<file path="config.mk">
export PLATFORM = sky130hd
export DESIGN_NAME = branch_and_based_address_gen
export DESIGN_NICKNAME = d
export VERILOG_FILES = /design/src/agen_pkg.sv /design/src/based_sum.sv /design/src/branch_and_based_address_gen.sv
export SDC_FILE = /design/constraint.sdc
export NUM_CORES = 1
export LEC_CHECK = 0
export BUFFER_PORTS_ARGS = -buffer_cell sky130_fd_sc_hd__buf_2
export CORE_UTILIZATION = 45
export DETAILED_ROUTE_END_ITERATION = 12
export GPL_ROUTABILITY_DRIVEN = 0
export PLACE_DENSITY = 0.9
export RECOVER_POWER = 50
export SETUP_SLACK_MARGIN = 0.4
export SLEW_MARGIN = 15
export SYNTH_ARGS = -nofsm -noshare
export SYNTH_HDL_FRONTEND = slang
export SYNTH_SLANG_ARGS = --single-unit
</file>
<file path="constraint.sdc">
create_clock -name CLOCK -period 3.5 [get_ports CLOCK]
set_input_delay 0.35 -clock CLOCK [delete_from_list [all_inputs] [get_ports CLOCK]]
set_output_delay 0.35 -clock CLOCK [all_outputs]
set_load 0.02 [all_outputs]
</file>
<file path="src/agen_pkg.sv">
package agen_pkg;

  // Address space geometry
  localparam int ADDR_W = 20;
  localparam logic [3:0] TOP_WINDOW_NIBBLE = 4'hf;
  localparam logic [3:0] SHORT_TARGET_NIBBLE = 4'h0;

  // Reset values of the registered outputs
  localparam logic [19:0] ADDR_RESET = 20'h00000;
  localparam logic FLAG_RESET = 1'b0;

  // Address modes presented by instruction decode
  typedef enum logic [2:0] {
    MODE_REL8 = 3'b000,
    MODE_REL16 = 3'b001,
    MODE_IMM20 = 3'b010,
    MODE_IMM16 = 3'b011,
    MODE_BASED_PTR_BYTE = 3'b100,
    MODE_BASED_WORD_REG8 = 3'b101,
    MODE_BASED_WORD_REG16 = 3'b110
  } addr_mode_t;

  // Base register choice for the pointer plus byte form
  localparam logic [1:0] BASE_POINTER_PAIR_A = 2'h0;
  localparam logic [1:0] BASE_POINTER_PAIR_B = 2'h1;
  localparam logic [1:0] BASE_STACK_POINTER = 2'h2;

  // Byte register choice for the word plus byte register form
  localparam logic BYTE_REG_B = 1'b0;
  localparam logic BYTE_REG_C = 1'b1;

  // All state of the generator
  typedef struct packed {
    logic pc_load;
    logic [19:0] pc_target;
    logic operand_valid;
    logic [19:0] operand_addr;
    logic reject;
  } agen_state_t;

  // Sign extension of the two displacement widths
  function automatic logic [19:0] sext8_20(input logic [7:0] d);
    sext8_20 = {{12{d[7]}}, d};
  endfunction

  function automatic logic [19:0] sext16_20(input logic [15:0] d);
    sext16_20 = {{4{d[15]}}, d};
  endfunction

  // Relative target; the carry out of bit 19 is dropped
  function automatic logic [19:0] rel_target(input logic [19:0] next_pc, input logic [19:0] disp);
    logic [20:0] sum;
    sum = {1'b0, next_pc} + {1'b0, disp};
    rel_target = sum[19:0];
  endfunction

endpackage

</file>
<file path="src/based_sum.sv">
`timescale 1ns/1ps
module based_sum
  import agen_pkg::*;
(
  input wire logic [15:0] base,
  input wire logic [15:0] offset,
  input wire logic use_bank,
  input wire logic [3:0] bank,
  output logic [19:0] addr
);

  logic [16:0] low_sum;

  // The low half wraps inside 64 KB; the high nibble is the window or the bank
  always_comb begin
    low_sum = {1'b0, base} + {1'b0, offset};
    addr = {(use_bank ? bank : TOP_WINDOW_NIBBLE), low_sum[15:0]};
  end

endmodule

</file>
<file path="src/branch_and_based_address_gen.sv">
`timescale 1ns/1ps
module branch_and_based_address_gen
  import agen_pkg::*;
(
  input wire logic CLOCK,
  input wire logic RESETN,
  input wire logic REQ_VALID,
  input wire logic [2:0] REQ_MODE,
  input wire logic IS_BRANCH,
  input wire logic [19:0] NEXT_PC,
  input wire logic [15:0] INSTR_DISP,
  input wire logic [19:0] INSTR_IMM,
  input wire logic [15:0] INSTR_OFFSET,
  input wire logic [1:0] BASE_SEL,
  input wire logic BYTE_REG_SEL,
  input wire logic [15:0] POINTER_PAIR_A,
  input wire logic [15:0] POINTER_PAIR_B,
  input wire logic [15:0] STACK_POINTER,
  input wire logic [7:0] REG_B,
  input wire logic [7:0] REG_C,
  input wire logic [15:0] REG_BC,
  input wire logic BANK_PREFIX,
  input wire logic [3:0] UPPER_BANK_REGISTER,
  output logic PC_LOAD,
  output logic [19:0] PC_TARGET,
  output logic OPERAND_VALID,
  output logic [19:0] OPERAND_ADDR,
  output logic REJECT
);

  agen_state_t st_r;
  agen_state_t st_nxt;
  addr_mode_t mode;
  logic [15:0] base_val;
  logic [15:0] offset_val;
  logic use_bank;
  logic [19:0] based_addr;

  assign mode = addr_mode_t'(REQ_MODE);

  // Operand selection per based form
  always_comb begin
    base_val = 16'h0000;
    offset_val = 16'h0000;
    case (mode)
      MODE_BASED_PTR_BYTE: begin
        case (BASE_SEL)
          BASE_POINTER_PAIR_A: base_val = POINTER_PAIR_A;
          BASE_POINTER_PAIR_B: base_val = POINTER_PAIR_B;
          BASE_STACK_POINTER: base_val = STACK_POINTER;
          default: base_val = 16'h0000;
        endcase
        offset_val = {8'h00, INSTR_OFFSET[7:0]};
      end
      MODE_BASED_WORD_REG8: begin
        base_val = INSTR_OFFSET;
        offset_val = {8'h00, (BYTE_REG_SEL == BYTE_REG_C) ? REG_C : REG_B};
      end
      MODE_BASED_WORD_REG16: begin
        base_val = INSTR_OFFSET;
        offset_val = REG_BC;
      end
      default: begin
        base_val = 16'h0000;
        offset_val = 16'h0000;
      end
    endcase
  end

  // No bank form exists for the stack pointer, so the prefix is ignored there
  assign use_bank = BANK_PREFIX && !(mode == MODE_BASED_PTR_BYTE && BASE_SEL == BASE_STACK_POINTER);

  based_sum u_based_sum (
    .base(base_val),
    .offset(offset_val),
    .use_bank(use_bank),
    .bank(UPPER_BANK_REGISTER),
    .addr(based_addr)
  );

  // Next state: every flag is a one-cycle pulse, addresses hold until replaced
  always_comb begin
    st_nxt = st_r;
    st_nxt.pc_load = 1'b0;
    st_nxt.operand_valid = 1'b0;
    st_nxt.reject = 1'b0;
    if (REQ_VALID) begin
      case (mode)
        MODE_REL8: begin
          if (IS_BRANCH) begin
            st_nxt.pc_load = 1'b1;
            st_nxt.pc_target = rel_target(NEXT_PC, sext8_20(INSTR_DISP[7:0]));
          end else begin
            st_nxt.reject = 1'b1;
          end
        end
        MODE_REL16: begin
          if (IS_BRANCH) begin
            st_nxt.pc_load = 1'b1;
            st_nxt.pc_target = rel_target(NEXT_PC, sext16_20(INSTR_DISP));
          end else begin
            st_nxt.reject = 1'b1;
          end
        end
        MODE_IMM20: begin
          st_nxt.pc_load = 1'b1;
          st_nxt.pc_target = INSTR_IMM;
        end
        MODE_IMM16: begin
          st_nxt.pc_load = 1'b1;
          st_nxt.pc_target = {SHORT_TARGET_NIBBLE, INSTR_IMM[15:0]};
        end
        MODE_BASED_PTR_BYTE, MODE_BASED_WORD_REG8, MODE_BASED_WORD_REG16: begin
          st_nxt.operand_valid = 1'b1;
          st_nxt.operand_addr = based_addr;
        end
        default: begin
          // Unknown mode code: refuse rather than guess a target
          st_nxt.reject = 1'b1;
        end
      endcase
    end
  end

  // State register with synchronous reset
  always_ff @(posedge CLOCK) begin
    if (!RESETN) begin
      st_r.pc_load <= FLAG_RESET;
      st_r.pc_target <= ADDR_RESET;
      st_r.operand_valid <= FLAG_RESET;
      st_r.operand_addr <= ADDR_RESET;
      st_r.reject <= FLAG_RESET;
    end else begin
      st_r <= st_nxt;
    end
  end

  // Outputs straight from the state flops
  assign PC_LOAD = st_r.pc_load;
  assign PC_TARGET = st_r.pc_target;
  assign OPERAND_VALID = st_r.operand_valid;
  assign OPERAND_ADDR = st_r.operand_addr;
  assign REJECT = st_r.reject;

  // Checks on the registered answer one cycle after each request or idle cycle
  property p_rel8_target;
    @(posedge CLOCK) disable iff (!RESETN)
    (REQ_VALID && REQ_MODE == MODE_REL8 && IS_BRANCH) |=>
      (PC_LOAD && PC_TARGET == rel_target($past(NEXT_PC), sext8_20($past(INSTR_DISP[7:0]))));
  endproperty
  a_rel8_target: assert property (p_rel8_target) else $error("8-bit relative target wrong");

  property p_rel16_next_pc;
    @(posedge CLOCK) disable iff (!RESETN)
    (REQ_VALID && REQ_MODE == MODE_REL16 && IS_BRANCH) |=>
      (PC_LOAD && !REJECT && PC_TARGET == rel_target($past(NEXT_PC), sext16_20($past(INSTR_DISP))));
  endproperty
  a_rel16_next_pc: assert property (p_rel16_next_pc) else $error("16-bit relative target wrong");

  property p_rel_non_branch;
    @(posedge CLOCK) disable iff (!RESETN)
    (REQ_VALID && (REQ_MODE == MODE_REL8 || REQ_MODE == MODE_REL16) && !IS_BRANCH) |=>
      (REJECT && !PC_LOAD && $stable(PC_TARGET));
  endproperty
  a_rel_non_branch: assert property (p_rel_non_branch) else $error("relative mode used by non-branch");

  property p_imm20;
    @(posedge CLOCK) disable iff (!RESETN)
    (REQ_VALID && REQ_MODE == MODE_IMM20) |=> (PC_LOAD && PC_TARGET == $past(INSTR_IMM));
  endproperty
  a_imm20: assert property (p_imm20) else $error("20-bit immediate target altered");

  property p_imm16;
    @(posedge CLOCK) disable iff (!RESETN)
    (REQ_VALID && REQ_MODE == MODE_IMM16) |=>
      (PC_LOAD && PC_TARGET[19:16] == 4'h0 && PC_TARGET[15:0] == $past(INSTR_IMM[15:0]));
  endproperty
  a_imm16: assert property (p_imm16) else $error("16-bit immediate target upper bits not zero");

  property p_based_window;
    @(posedge CLOCK) disable iff (!RESETN)
    (REQ_VALID && !BANK_PREFIX && (REQ_MODE == MODE_BASED_PTR_BYTE || REQ_MODE == MODE_BASED_WORD_REG8)) |=>
      (OPERAND_VALID && OPERAND_ADDR[19:16] == 4'hf);
  endproperty
  a_based_window: assert property (p_based_window) else $error("byte based address left top window");

  property p_word_bc_window;
    @(posedge CLOCK) disable iff (!RESETN)
    (REQ_VALID && !BANK_PREFIX && REQ_MODE == MODE_BASED_WORD_REG16) |=>
      (OPERAND_VALID && OPERAND_ADDR == {4'hf, $past(INSTR_OFFSET) + $past(REG_BC)});
  endproperty
  a_word_bc_window: assert property (p_word_bc_window) else $error("word plus pair address wrong");

  property p_bank_prefix;
    @(posedge CLOCK) disable iff (!RESETN)
    (REQ_VALID && BANK_PREFIX && (REQ_MODE == MODE_BASED_WORD_REG8 || REQ_MODE == MODE_BASED_WORD_REG16)) |=>
      (OPERAND_VALID && OPERAND_ADDR[19:16] == $past(UPPER_BANK_REGISTER));
  endproperty
  a_bank_prefix: assert property (p_bank_prefix) else $error("bank nibble not taken from bank register");

  property p_ptr_byte_sum;
    @(posedge CLOCK) disable iff (!RESETN)
    (REQ_VALID && REQ_MODE == MODE_BASED_PTR_BYTE && BASE_SEL == BASE_POINTER_PAIR_A) |=>
      (OPERAND_ADDR[15:0] == $past(POINTER_PAIR_A) + {8'h00, $past(INSTR_OFFSET[7:0])});
  endproperty
  a_ptr_byte_sum: assert property (p_ptr_byte_sum) else $error("pointer plus byte sum wrong");

  property p_idle_quiet;
    @(posedge CLOCK) disable iff (!RESETN)
    !REQ_VALID |=> (!PC_LOAD && !OPERAND_VALID && !REJECT && $stable(PC_TARGET) && $stable(OPERAND_ADDR));
  endproperty
  a_idle_quiet: assert property (p_idle_quiet) else $error("output pulse without request");

  // Further checks on the based forms and on which outputs a request may touch
  property p_ptr_pair_b_sum;
    @(posedge CLOCK) disable iff (!RESETN)
    (REQ_VALID && REQ_MODE == MODE_BASED_PTR_BYTE && BASE_SEL == BASE_POINTER_PAIR_B) |=>
      (OPERAND_VALID && OPERAND_ADDR[15:0] == $past(POINTER_PAIR_B) + {8'h00, $past(INSTR_OFFSET[7:0])});
  endproperty
  a_ptr_pair_b_sum: assert property (p_ptr_pair_b_sum) else $error("second pointer plus byte sum wrong");

  property p_stack_window;
    @(posedge CLOCK) disable iff (!RESETN)
    (REQ_VALID && REQ_MODE == MODE_BASED_PTR_BYTE && BASE_SEL == BASE_STACK_POINTER) |=>
      (OPERAND_VALID && OPERAND_ADDR == {4'hf, $past(STACK_POINTER) + {8'h00, $past(INSTR_OFFSET[7:0])}});
  endproperty
  a_stack_window: assert property (p_stack_window) else $error("stack pointer address left top window");

  property p_bank_ptr_byte;
    @(posedge CLOCK) disable iff (!RESETN)
    (REQ_VALID && BANK_PREFIX && REQ_MODE == MODE_BASED_PTR_BYTE && BASE_SEL != BASE_STACK_POINTER) |=>
      (OPERAND_VALID && OPERAND_ADDR[19:16] == $past(UPPER_BANK_REGISTER));
  endproperty
  a_bank_ptr_byte: assert property (p_bank_ptr_byte) else $error("prefixed pointer form missed bank nibble");

  property p_reg_c_sum;
    @(posedge CLOCK) disable iff (!RESETN)
    (REQ_VALID && REQ_MODE == MODE_BASED_WORD_REG8 && BYTE_REG_SEL == BYTE_REG_C) |=>
      (OPERAND_VALID && OPERAND_ADDR[15:0] == $past(INSTR_OFFSET) + {8'h00, $past(REG_C)});
  endproperty
  a_reg_c_sum: assert property (p_reg_c_sum) else $error("word plus second byte register wrong");

  property p_reg_b_sum;
    @(posedge CLOCK) disable iff (!RESETN)
    (REQ_VALID && REQ_MODE == MODE_BASED_WORD_REG8 && BYTE_REG_SEL == BYTE_REG_B) |=>
      (OPERAND_VALID && OPERAND_ADDR[15:0] == $past(INSTR_OFFSET) + {8'h00, $past(REG_B)});
  endproperty
  a_reg_b_sum: assert property (p_reg_b_sum) else $error("word plus first byte register wrong");

  property p_spare_base;
    @(posedge CLOCK) disable iff (!RESETN)
    (REQ_VALID && REQ_MODE == MODE_BASED_PTR_BYTE && BASE_SEL == 2'h3) |=>
      (OPERAND_VALID && OPERAND_ADDR[15:0] == {8'h00, $past(INSTR_OFFSET[7:0])});
  endproperty
  a_spare_base: assert property (p_spare_base) else $error("spare base select not zero based");

  property p_illegal_mode;
    @(posedge CLOCK) disable iff (!RESETN)
    (REQ_VALID && REQ_MODE == 3'h7) |=>
      (REJECT && !PC_LOAD && !OPERAND_VALID && $stable(PC_TARGET) && $stable(OPERAND_ADDR));
  endproperty
  a_illegal_mode: assert property (p_illegal_mode) else $error("spare mode code not refused");

  property p_one_answer;
    @(posedge CLOCK) disable iff (!RESETN)
    $onehot0({PC_LOAD, OPERAND_VALID, REJECT});
  endproperty
  a_one_answer: assert property (p_one_answer) else $error("more than one answer pulse at once");

  property p_pc_keeps_operand;
    @(posedge CLOCK) disable iff (!RESETN)
    (REQ_VALID && (REQ_MODE == MODE_IMM20 || REQ_MODE == MODE_IMM16)) |=>
      (!OPERAND_VALID && !REJECT && $stable(OPERAND_ADDR));
  endproperty
  a_pc_keeps_operand: assert property (p_pc_keeps_operand) else $error("immediate jump touched operand");

  property p_based_keeps_pc;
    @(posedge CLOCK) disable iff (!RESETN)
    (REQ_VALID && REQ_MODE inside {MODE_BASED_PTR_BYTE, MODE_BASED_WORD_REG8, MODE_BASED_WORD_REG16}) |=>
      (!PC_LOAD && !REJECT && $stable(PC_TARGET));
  endproperty
  a_based_keeps_pc: assert property (p_based_keeps_pc) else $error("based operand touched branch target");

  property p_word_bc_bank_low;
    @(posedge CLOCK) disable iff (!RESETN)
    (REQ_VALID && BANK_PREFIX && REQ_MODE == MODE_BASED_WORD_REG16) |=>
      (OPERAND_VALID && OPERAND_ADDR[15:0] == $past(INSTR_OFFSET) + $past(REG_BC));
  endproperty
  a_word_bc_bank_low: assert property (p_word_bc_bank_low) else $error("prefixed word plus pair sum wrong");

endmodule

</file>
### Yosys cells after proc, flatten, opt, wreduce, memory -nomap -nowiden

Cells that the tools add are included.

| storage, ports and cells | value |
|---|---|
| register bits | 43 |
| word-level logic and storage cells | 42 |

| operators by class | value |
|---|---|
| add/sub/neg operators | 3 |
| equality and inequality tests | 10 |
| mux-type cells | 11 |
| reduce and logical (&&, ||, !) cells | 13 |

Operators with widths:

| operator | number |
|---|---|
| 16-bit one-hot mux with 3 select lines | 2 |
| 21-bit one-hot mux with 4 select lines | 1 |
| 21-bit 2-to-1 mux | 3 |
| 20-bit adder | 2 |
| 16-bit one-hot mux with 2 select lines | 1 |
| 16-bit adder | 1 |
| 3-bit == test (second input constant) | 3 |
| 8-bit 2-to-1 mux | 1 |
| 3-bit by 2-bit == test with 1-bit output (second input constant) | 2 |
| 5-bit OR reduction | 1 |
| 4-bit 2-to-1 mux | 1 |
| 2-bit inequality test (second input constant) | 2 |
| 2-bit AND reduction | 2 |
| 4-bit AND reduction | 1 |
| 4-bit nonzero test | 1 |
| 2-bit OR reduction | 2 |
| 3-bit by 1-bit == test with 1-bit output (second input constant) | 1 |
| 3-bit logical NOT | 1 |
| 3-bit OR reduction | 1 |
| 2-bit by 1-bit == test with 1-bit output (second input constant) | 1 |
| 2-bit == test (second input constant) | 1 |
| 1-bit logical AND | 2 |
| 2-bit logical NOT | 1 |
| 1-bit one-hot mux with 2 select lines | 1 |
| 2 further kinds | 2 |

### Depth between registers and ports, before layout

Gate-level depths: netlist of run 1.

| logic depth | value |
|---|---|
| word-level depth | 6 |
| gate-level depth with buffers | 18 |
| depth with buffers taken out | 15 |

### By module

Synthesis of run 1 repeated with hierarchy kept, for this count alone.

| unflattened totals | value |
|---|---|
| cells, all modules | 690 |
| area total of the unflattened synthesis | 5029.8 µm² |

Modules (own cells, without submodules):

| module | times used | cells an instance | area each (µm²) | sequential area each (µm²) |
|---|---|---|---|---|
| branch_and_based_address_gen | 1 | 588 | 4280.4 | 860.8 |
| based_sum | 1 | 102 | 749.5 | 0.0 |

### Worst setup path before layout of run 1

No wires, ideal clock.

| path | value |
|---|---|
| kind | input to register |
| start | input port BASE_SEL[1] |
| end | register st_r, in the netlist OPERAND_ADDR[14] |
| library setup time | 79 ps |
| arrival time | 3258 ps |
| data required time | 3421 ps |
| slack | 163 ps |
| stages on the path | 16 |
| cell sequence | buf_2 buf_1 mux2i_1 o21ai_0 a22oi_1 nor2_1 ha_1 inv_1 fa_1 nor2b_1 o31a_1 o211ai_1 a21oi_1 or2_1 a311o_1 o211ai_1 |

| on the way | value |
|---|---|
| word-level cells in the longest chain between the ends | 4 |
| elaborated cells between the ends (all ways) | 6 |
| those cells by class | add/sub: 1; eq/ne: 2; mux: 2; reduce/logical: 1 |

RTL lines:

| element | RTL line | RTL |
|---|---|---|
| start: declaration | branch_and_based_address_gen.sv:14 | `input wire logic [1:0] BASE_SEL,` |
| 2-bit == test, or another cell as far along | branch_and_based_address_gen.sv:47 | `case (BASE_SEL)` |
| 16-bit one-hot mux with 3 select lines * | branch_and_based_address_gen.sv:47 |  |
| 16-bit one-hot mux with 2 select lines * | branch_and_based_address_gen.sv:45 | `case (mode)` |
| 16-bit adder * | based_sum.sv:16 | `low_sum = {1'b0, base} + {1'b0, offset};` |
| end signal: assignment | branch_and_based_address_gen.sv:134 | `st_r <= st_nxt;` |
| end: declaration | branch_and_based_address_gen.sv:31 | `agen_state_t st_r;` |

Every way passes the cells marked *; elsewhere a longest branch is shown, timed or not.
A chain may end at the register's enable or synchronous reset.

### Final worst setup path of run 1

| path | value |
|---|---|
| start | input port REQ_MODE[1] |
| end | register st_r, in the netlist OPERAND_ADDR[14] |

| on the way | value |
|---|---|
| word-level cells in the longest chain between the ends | 4 |
| elaborated cells between the ends (all ways) | 9 |
| those cells by class | add/sub: 1; eq/ne: 3; mux: 2; reduce/logical: 3 |

RTL lines:

| element | RTL line | RTL |
|---|---|---|
| start: declaration | branch_and_based_address_gen.sv:8 | `input wire logic [2:0] REQ_MODE,` |
| 3-bit == test | branch_and_based_address_gen.sv:45, branch_and_based_address_gen.sv:88 |  |
| 2-bit OR reduction (no source line) | n/a |  |
| 16-bit one-hot mux with 2 select lines | branch_and_based_address_gen.sv:45 |  |
| 16-bit adder | based_sum.sv:16 |  |

Several ways; a longest one is shown, not always the timed one.

==> results of run 1 <==
power breakdown:
group | total, uW | internal [uW] | switching (uW)
clock | 491 | 268 | 223
sequential | 529 | 515 | 13.7
combinational | 751 | 326 | 425
cells by family (layout without fill, tap and decap cells):
kind of cell | count (synthesis) | count (layout)
simple gates | 220 | 220
compound gates | 241 | 241
mux | 36 | 36
buf+inv | 54 | 246
flops | 43 | 43
fa+ha+maj | 47 | 47
other cells | 0 | 1
xor+xnor | 25 | 25
through the flow:
step | util, % | setup WS (ps) | power (uW) | instances | cell area [um2]
6_report | 58.4 | 568 | 1770 | 999 | 6410
3_5_place_dp | 56.8 | 129 | 1270 | 987 | 6230
3_3_place_gp | 56.8 | 288 | 1250 | 987 | 6230
4_1_cts | 58.1 | 415 | 1760 | 995 | 6380
5_1_grt | 58.3 | 389 | 1870 | 998 | 6410
2_1_floorplan | - | 403 | 1040 | 666 | 5130
final timing paths:
kind / startpoint / endpoint / slack (ps) / cells after the start
setup / recovery: REQ_MODE[1] / OPERAND_ADDR[14] / 570 / 15
hold / removal: REQ_VALID / REJECT / 310 / 3
setup reg to reg: PC_TARGET[13] / PC_TARGET[13] / 2280 / 3
hold reg to reg: OPERAND_ADDR[0] / OPERAND_ADDR[0] / 470 / 2
sequential cells by signal, indices dropped and copies added (netlist names):
| register | cells |
|---|---|
| OPERAND_ADDR | 20 |
| OPERAND_VALID | 1 |
| PC_LOAD | 1 |
| PC_TARGET | 20 |
| REJECT | 1 |
synth_stat cells (3+ instances only):
library cell	instances	share of area (%)
o22ai_1	8	0.98
nand3_1	20	2.0
buf_6	4	0.88
o21a_1	8	1.2
and2_1	18	2.2
a221o_1	3	0.59
a211oi_1	12	1.8
or3_1	5	0.61
nor2b_1	6	0.73
ha_1	45	11
a31oi_1	12	1.5
nor3b_1	7	1.0
a21boi_0	5	0.73
or2_2	3	0.37
a22oi_1	17	2.5
nor2_1	53	3.9
and4_1	5	0.85
buf_2	4	0.39
mux2i_1	35	6.8
inv_1	12	0.88
clkbuf_1	28	2.1
nand2b_1	6	0.73
o211ai_1	9	1.3
a21oi_1	40	3.9
xnor2_1	15	2.6
a21o_1	17	2.5
and3_1	13	1.6
nor3_1	14	1.4
a31o_2	3	0.51
dfxtp_1	43	17
nand2_1	54	4.0
xor2_1	10	1.7
o221a_2	4	0.88
nand3b_1	4	0.59
a221oi_1	12	2.1
o21ai_0	60	5.9
what timing repair did:
item                       in CTS  in global routing
setup buffers                   0                  3
setup endpoints to repair       0                  8
gates resized for setup         0                 19
critical path, delay by kind of cell:
| family | cells | cell delay, ps |
|---|---|---|
| adders and majority gates | 2 | 400 |
| buffers and inverters | 3 | 470 |
| and+or+nand+nor | 3 | 490 |
| muxes | 1 | 200 |
| AOI/OAI and AO/OA | 6 | 1240 |
placed cells by master (no fill, tap or decap), drive strengths merged, types with 19 or more instances in the layout:
master	count
nand3	20
nor2	53
nand2	54
buf	182
dfxtp	43
a21o	19
a21oi	42
mux2i	35
ha	45
clkbuf	49
o21ai	62
area by class of cell:
cell class              instances  area share, %
multi-input cells             569           62.9
repair buffers                226           17.8
flip-flops and latches         43           13.4
well taps                     140           2.73
clock buffers                   5           1.95
inverters                      12          0.703
clock inverters                 3          0.371
diodes                          1         0.0390
layer usage:
| metal | vias up | part of all wire [%] | track usage, % |
|---|---|---|---|
| li1 | 2908 | - | - |
| met1 | 2780 | 39 | 31.7 |
| met2 | 308 | 50 | 52.5 |
| met3 | 50 | 8.3 | 4.84 |
| met4 | 0 | 3.2 | 11.3 |
| met5 | - | 0 | 0 |
==> flow_summary.json, run 1 <==
{
  "drt-wirelength-per-cell_um": 17.1,
  "final_hold_viol_count": 0,
  "ios": 210,
  "yosysWarnings": 0,
  "cts_tree": "done",
  "min_path_type": "in -> reg",
  "detail-route-antenna-nets": 0,
  "grt_start_max_net_pins": 47,
  "slowest_stage": "a311o_1",
  "seq_area_um2": 861,
  "syn_to_final_growth_pct": 25.1,
  "async_flop_share_pct": 0,
  "yosys.area_share.simple_pct": 22.2,
  "ys_ff_latch": 43,
  "core_area_mm2": 0.0110,
  "vdd_drop_max_v": 0.000169,
  "relSlewSlack_pct": -23.7,
  "p_leak_uw": 0.00292,
  "die_area_mm2": 0.0118,
  "setup_viol": 0,
  "grt_pass1_wl_um": 26400,
  "cts_max_level": 2,
  "cpMostUsedCell": "o211ai_1",
  "finalCritPeriodShare_pct": 83.8,
  "viasPerCell": 6.05,
  "maxSlewViolCount": 47,
  "yosys.cell_types.count": 74,
  "rsz0062_at_grt": "true",
  "clock_skew_ps": 0,
  "worstPathCellList": "clkbuf_4 -> buf_6 -> mux2i_1 -> o22ai_1 -> and2_1 -> ha_2 -> inv_1 -> fa_2 -> nor2b_1 -> o31a_1 -> o211ai_1 -> a21oi_2 -> or2_1 -> a311o_1 -> o211ai_1",
  "postCtsHoldBufs": 0,
  "multi_input_area_mm2": 0.00403,
  "worst_pin_slew_ps": 1850,
  "critPathRequiredTime_ps": 3710,
  "first_pass_iters": 5,
  "nets": 1071,
  "drc": 0,
  "violations": "capacitance limit, slew limit",
  "slowest_delay_ps": 350,
  "synth_xor_xnor_area_share_pct": 4.27,
  "die_x_um": 109,
  "whs_ps": 306,
  "synth_nets": 880,
  "fmax_ghz": 0.341,
  "die_y_um": 109,
  "cts_sinks": 43,
  "root_buffer": "clkbuf_16",
  "ys_seq_area_share_pct": 16.8,
  "syn_area_per_cell_um2": 7.69,
  "cts.clk_slew.worst_paths_ps": 70,
  "port_buffers": 209,
  "drv_cap": 1,
  "num_vias": 6046,
  "dpl.hpwl_um": 13600,
  "synthMuxAreaShare_pct": 7.06,
  "outcome": "complete, but fails checks",
  "cts_made_buffers": 5,
  "rows": 38,
  "grt-ovfl-total": 0,
  "powerDensity_mw_per_mm2": 276,
  "floorplan.initialDensity_pct": 46.6,
  "synthAdderAreaFrac_pct": 11.8,
  "tns_ps": 0,
  "first_iter_violations": 291,
  "nFillCells": 1034,
  "syn_area_mm2": 0.00512,
  "synth_top_family_by_area": "compound AO/OA/AOI/OAI gates",
  "synth_flop_cell": "dfxtp_1",
  "synthCells": 666,
  "layout-drive-gt1-share_pct": 26.8,
  "grt_usage_pct": 28.3,
  "antenna_found_initial": 0,
  "critPathArrivalTime_ps": 3150,
  "end_kind": "register",
  "synth_edf_count": 0,
  "cts_buffer_depth": 2,
  "fin_crit_ps": 2930,
  "worstSkewPairLatency_ps": 290,
  "synth_compound_area_share_pct": 32.6,
  "wl_um": 17000,
  "critPathLaunchType": "input port",
  "critPathMaxFanout": 12,
  "worstSetupPathType": "in -> reg",
  "grt_pass1_vias": 5675
}
(Power assumes the default switching activity.)
==> inputs of run 2 (changes only) <==
CORE_UTILIZATION = 50   (was 45)
PLACE_DENSITY = 0.95   (was 0.9)
clock period = 2.75 ns   (was 3.5 ns; I/O delays follow)
==> run 2 against run 1 <==
- the run still ends with capacitance limit, slew limit left
- design area is 9.0% higher
- routed wire length is 11% higher
- sequential power is 27% higher
- largest power group unchanged
==> flow_summary.json, run 2 (synthesis gave the netlist of run 1 again) <==
{
  "maxSlewViolCount": 41,
  "cts_max_level": 2,
  "critPathArrivalTime_ps": 2870,
  "most-common-layout-cells": "buf_2, buf_4, nor2_1, nand2_1, o21ai_0",
  "critPathMaxFanout": 4,
  "die_area_mm2": 0.0107,
  "worst_pin_slew_ps": 1640,
  "p_int_uw": 1330,
  "end_kind": "register",
  "drt-wirelength-per-cell_um": 18.0,
  "layout-drive-gt1-share_pct": 34.4,
  "grt_usage_pct": 32.4,
  "port_buffers": 209,
  "cts.clk_slew.worst_paths_ps": 90,
  "clockPowerShare_pct": 19.3,
  "clock_skew_ps": 0,
  "cts_buffer_depth": 2,
  "n_antenna_cell": 0,
  "p_leak_uw": 0.00325,
  "antenna_found_initial": 0,
  "fin_crit_ps": 2680,
  "nets": 1132,
  "fmax_ghz": 0.373,
  "final_common_cell": "buf_2",
  "setup_viol": 0,
  "violations": "capacitance limit, slew limit",
  "cts_sinks": 43,
  "postCtsHoldBufs": 0,
  "core_area_mm2": 0.00986,
  "relSlewSlack_pct": -9.20,
  "whs_ps": 220,
  "powerDensity_mw_per_mm2": 311,
  "viasPerCell": 6.28,
  "grt_pass1_vias": 6061,
  "swShare_pct": 39.0,
  "syn_to_final_growth_pct": 36.4,
  "final_cell_count_no_fill": 1052,
  "first_pass_iters": 5,
  "cts_made_buffers": 5,
  "min_path_type": "in -> reg",
  "final_hold_viol_count": 0,
  "critPathLaunchType": "input port",
  "detail-route-antenna-nets": 0,
  "wl_um": 19000,
  "critPathRequiredTime_ps": 2940,
  "finalCritPeriodShare_pct": 97.5,
  "worstSkewPairLatency_ps": 290,
  "rows": 36,
  "rsz0062_at_grt": "true",
  "drc": 0,
  "outcome": "complete, but fails checks",
  "vdd_drop_max_v": 0.000239,
  "cts_tree": "done",
  "post_dp_cell_area_mm2": 0.00658,
  "design_area_mm2": 0.00699,
  "power_frac_comb_pct": 49.7,
  "floorplan.initialDensity_pct": 51.9,
  "seqPwrFrac_pct": 31.0,
  "grt_pass1_wl_um": 27300,
  "grt-ovfl-total": 0,
  "worstSetupPathType": "in -> reg",
  "root_buffer": "clkbuf_8",
  "dpl.hpwl_um": 13600,
  "ios": 210,
  "grt_start_max_net_pins": 41,
  "ff2ff_setup_slack_ps": 1590,
  "nFillCells": 763,
  "drv_cap": 1,
  "dp_cells": 1025,
  "die_x_um": 103,
  "die_y_um": 103,
  "num_vias": 6605,
  "first_iter_violations": 474,
  "netSwitchingPower_uw": 848
}
-- run 2: changes by cell type in the layout (fill, tap and decap cells not counted), sizes merged --
cell / previous run / this run
diode: 1 / 0
clkinv: 0 / 1
inv: 13 / 12
buf: 182 / 244
clkinvlp: 2 / 0
clkbuf: 49 / 50
-- run 2: final cells by class --
| class | count | area, um2 | area share (%) |
|---|---|---|---|
| sequential | 43 | 861 | 12.3 |
| clock inverter | 1 | 5.00 | 0.0716 |
| inverter | 12 | 45.0 | 0.645 |
| tap | 133 | 166 | 2.38 |
| clock buffer | 7 | 76.3 | 1.09 |
| multi-input combinational | 569 | 4180 | 59.9 |
| timing repair buffer | 287 | 1650 | 23.6 |
-- run 2: per-layer routing --
layer,global-route usage (%),wire [um],up-vias
li1,-,-,3026
met1,35.7,6950,2976
met2,59.3,9280,501
met3,6.52,1830,102
met4,15.6,904,0
met5,0,0,-
-- run 2: worst max-delay path, cell delays in order --
cell and delay [ps]:
buf_12 110, buf_4 120, mux2i_1 100, o21ai_1 140
a22oi_1 110, or2_4 240, buf_4 140, fa_2 410
nor2b_4 140, o31a_1 190, o211ai_1 150, a21boi_2 290
a311oi_2 170, xor2_1 200, o21ai_1 70
-- run 2: final timing paths --
kind,from,endpoint,cells past startpoint
worst min-delay path,REQ_VALID,REJECT,3
worst max register to register,PC_TARGET[13],PC_TARGET[13],3
worst min register to register,OPERAND_ADDR[11],OPERAND_ADDR[11],2
worst max-delay path,BASE_SEL[1],OPERAND_ADDR[10],15
-- run 2: repair_timing --
item / 4_1_cts / 5_1_grt
setup endpoints to repair: 11 / 13
pin swaps: 29 / 22
resized for setup: 38 / 29
setup buffers: 9 / 10
-- run 2: power groups by stage --
stage	logic [uW]	registers (uW)	clock network (uW)
finish	1080	674	419
global route	1160	677	438
CTS	1020	672	415
floorplan	609	724	0
global placement	963	685	0
detailed placement	986	686	0
-- run 2: per-stage QoR --
stage / util [%] / worst slack (ps) / TNS (ps) / power (uW)
2_1_floorplan: - / -95.2 / -335 / 1330
4_1_cts: 69.5 / 253 / 0 / 2110
6_report: 70.8 / 68.6 / 0 / 2170
5_1_grt: 70.8 / -70.7 / -140 / 2270
3_3_place_gp: 66.7 / -118 / -556 / 1650
3_5_place_dp: 66.7 / -218 / -1420 / 1670
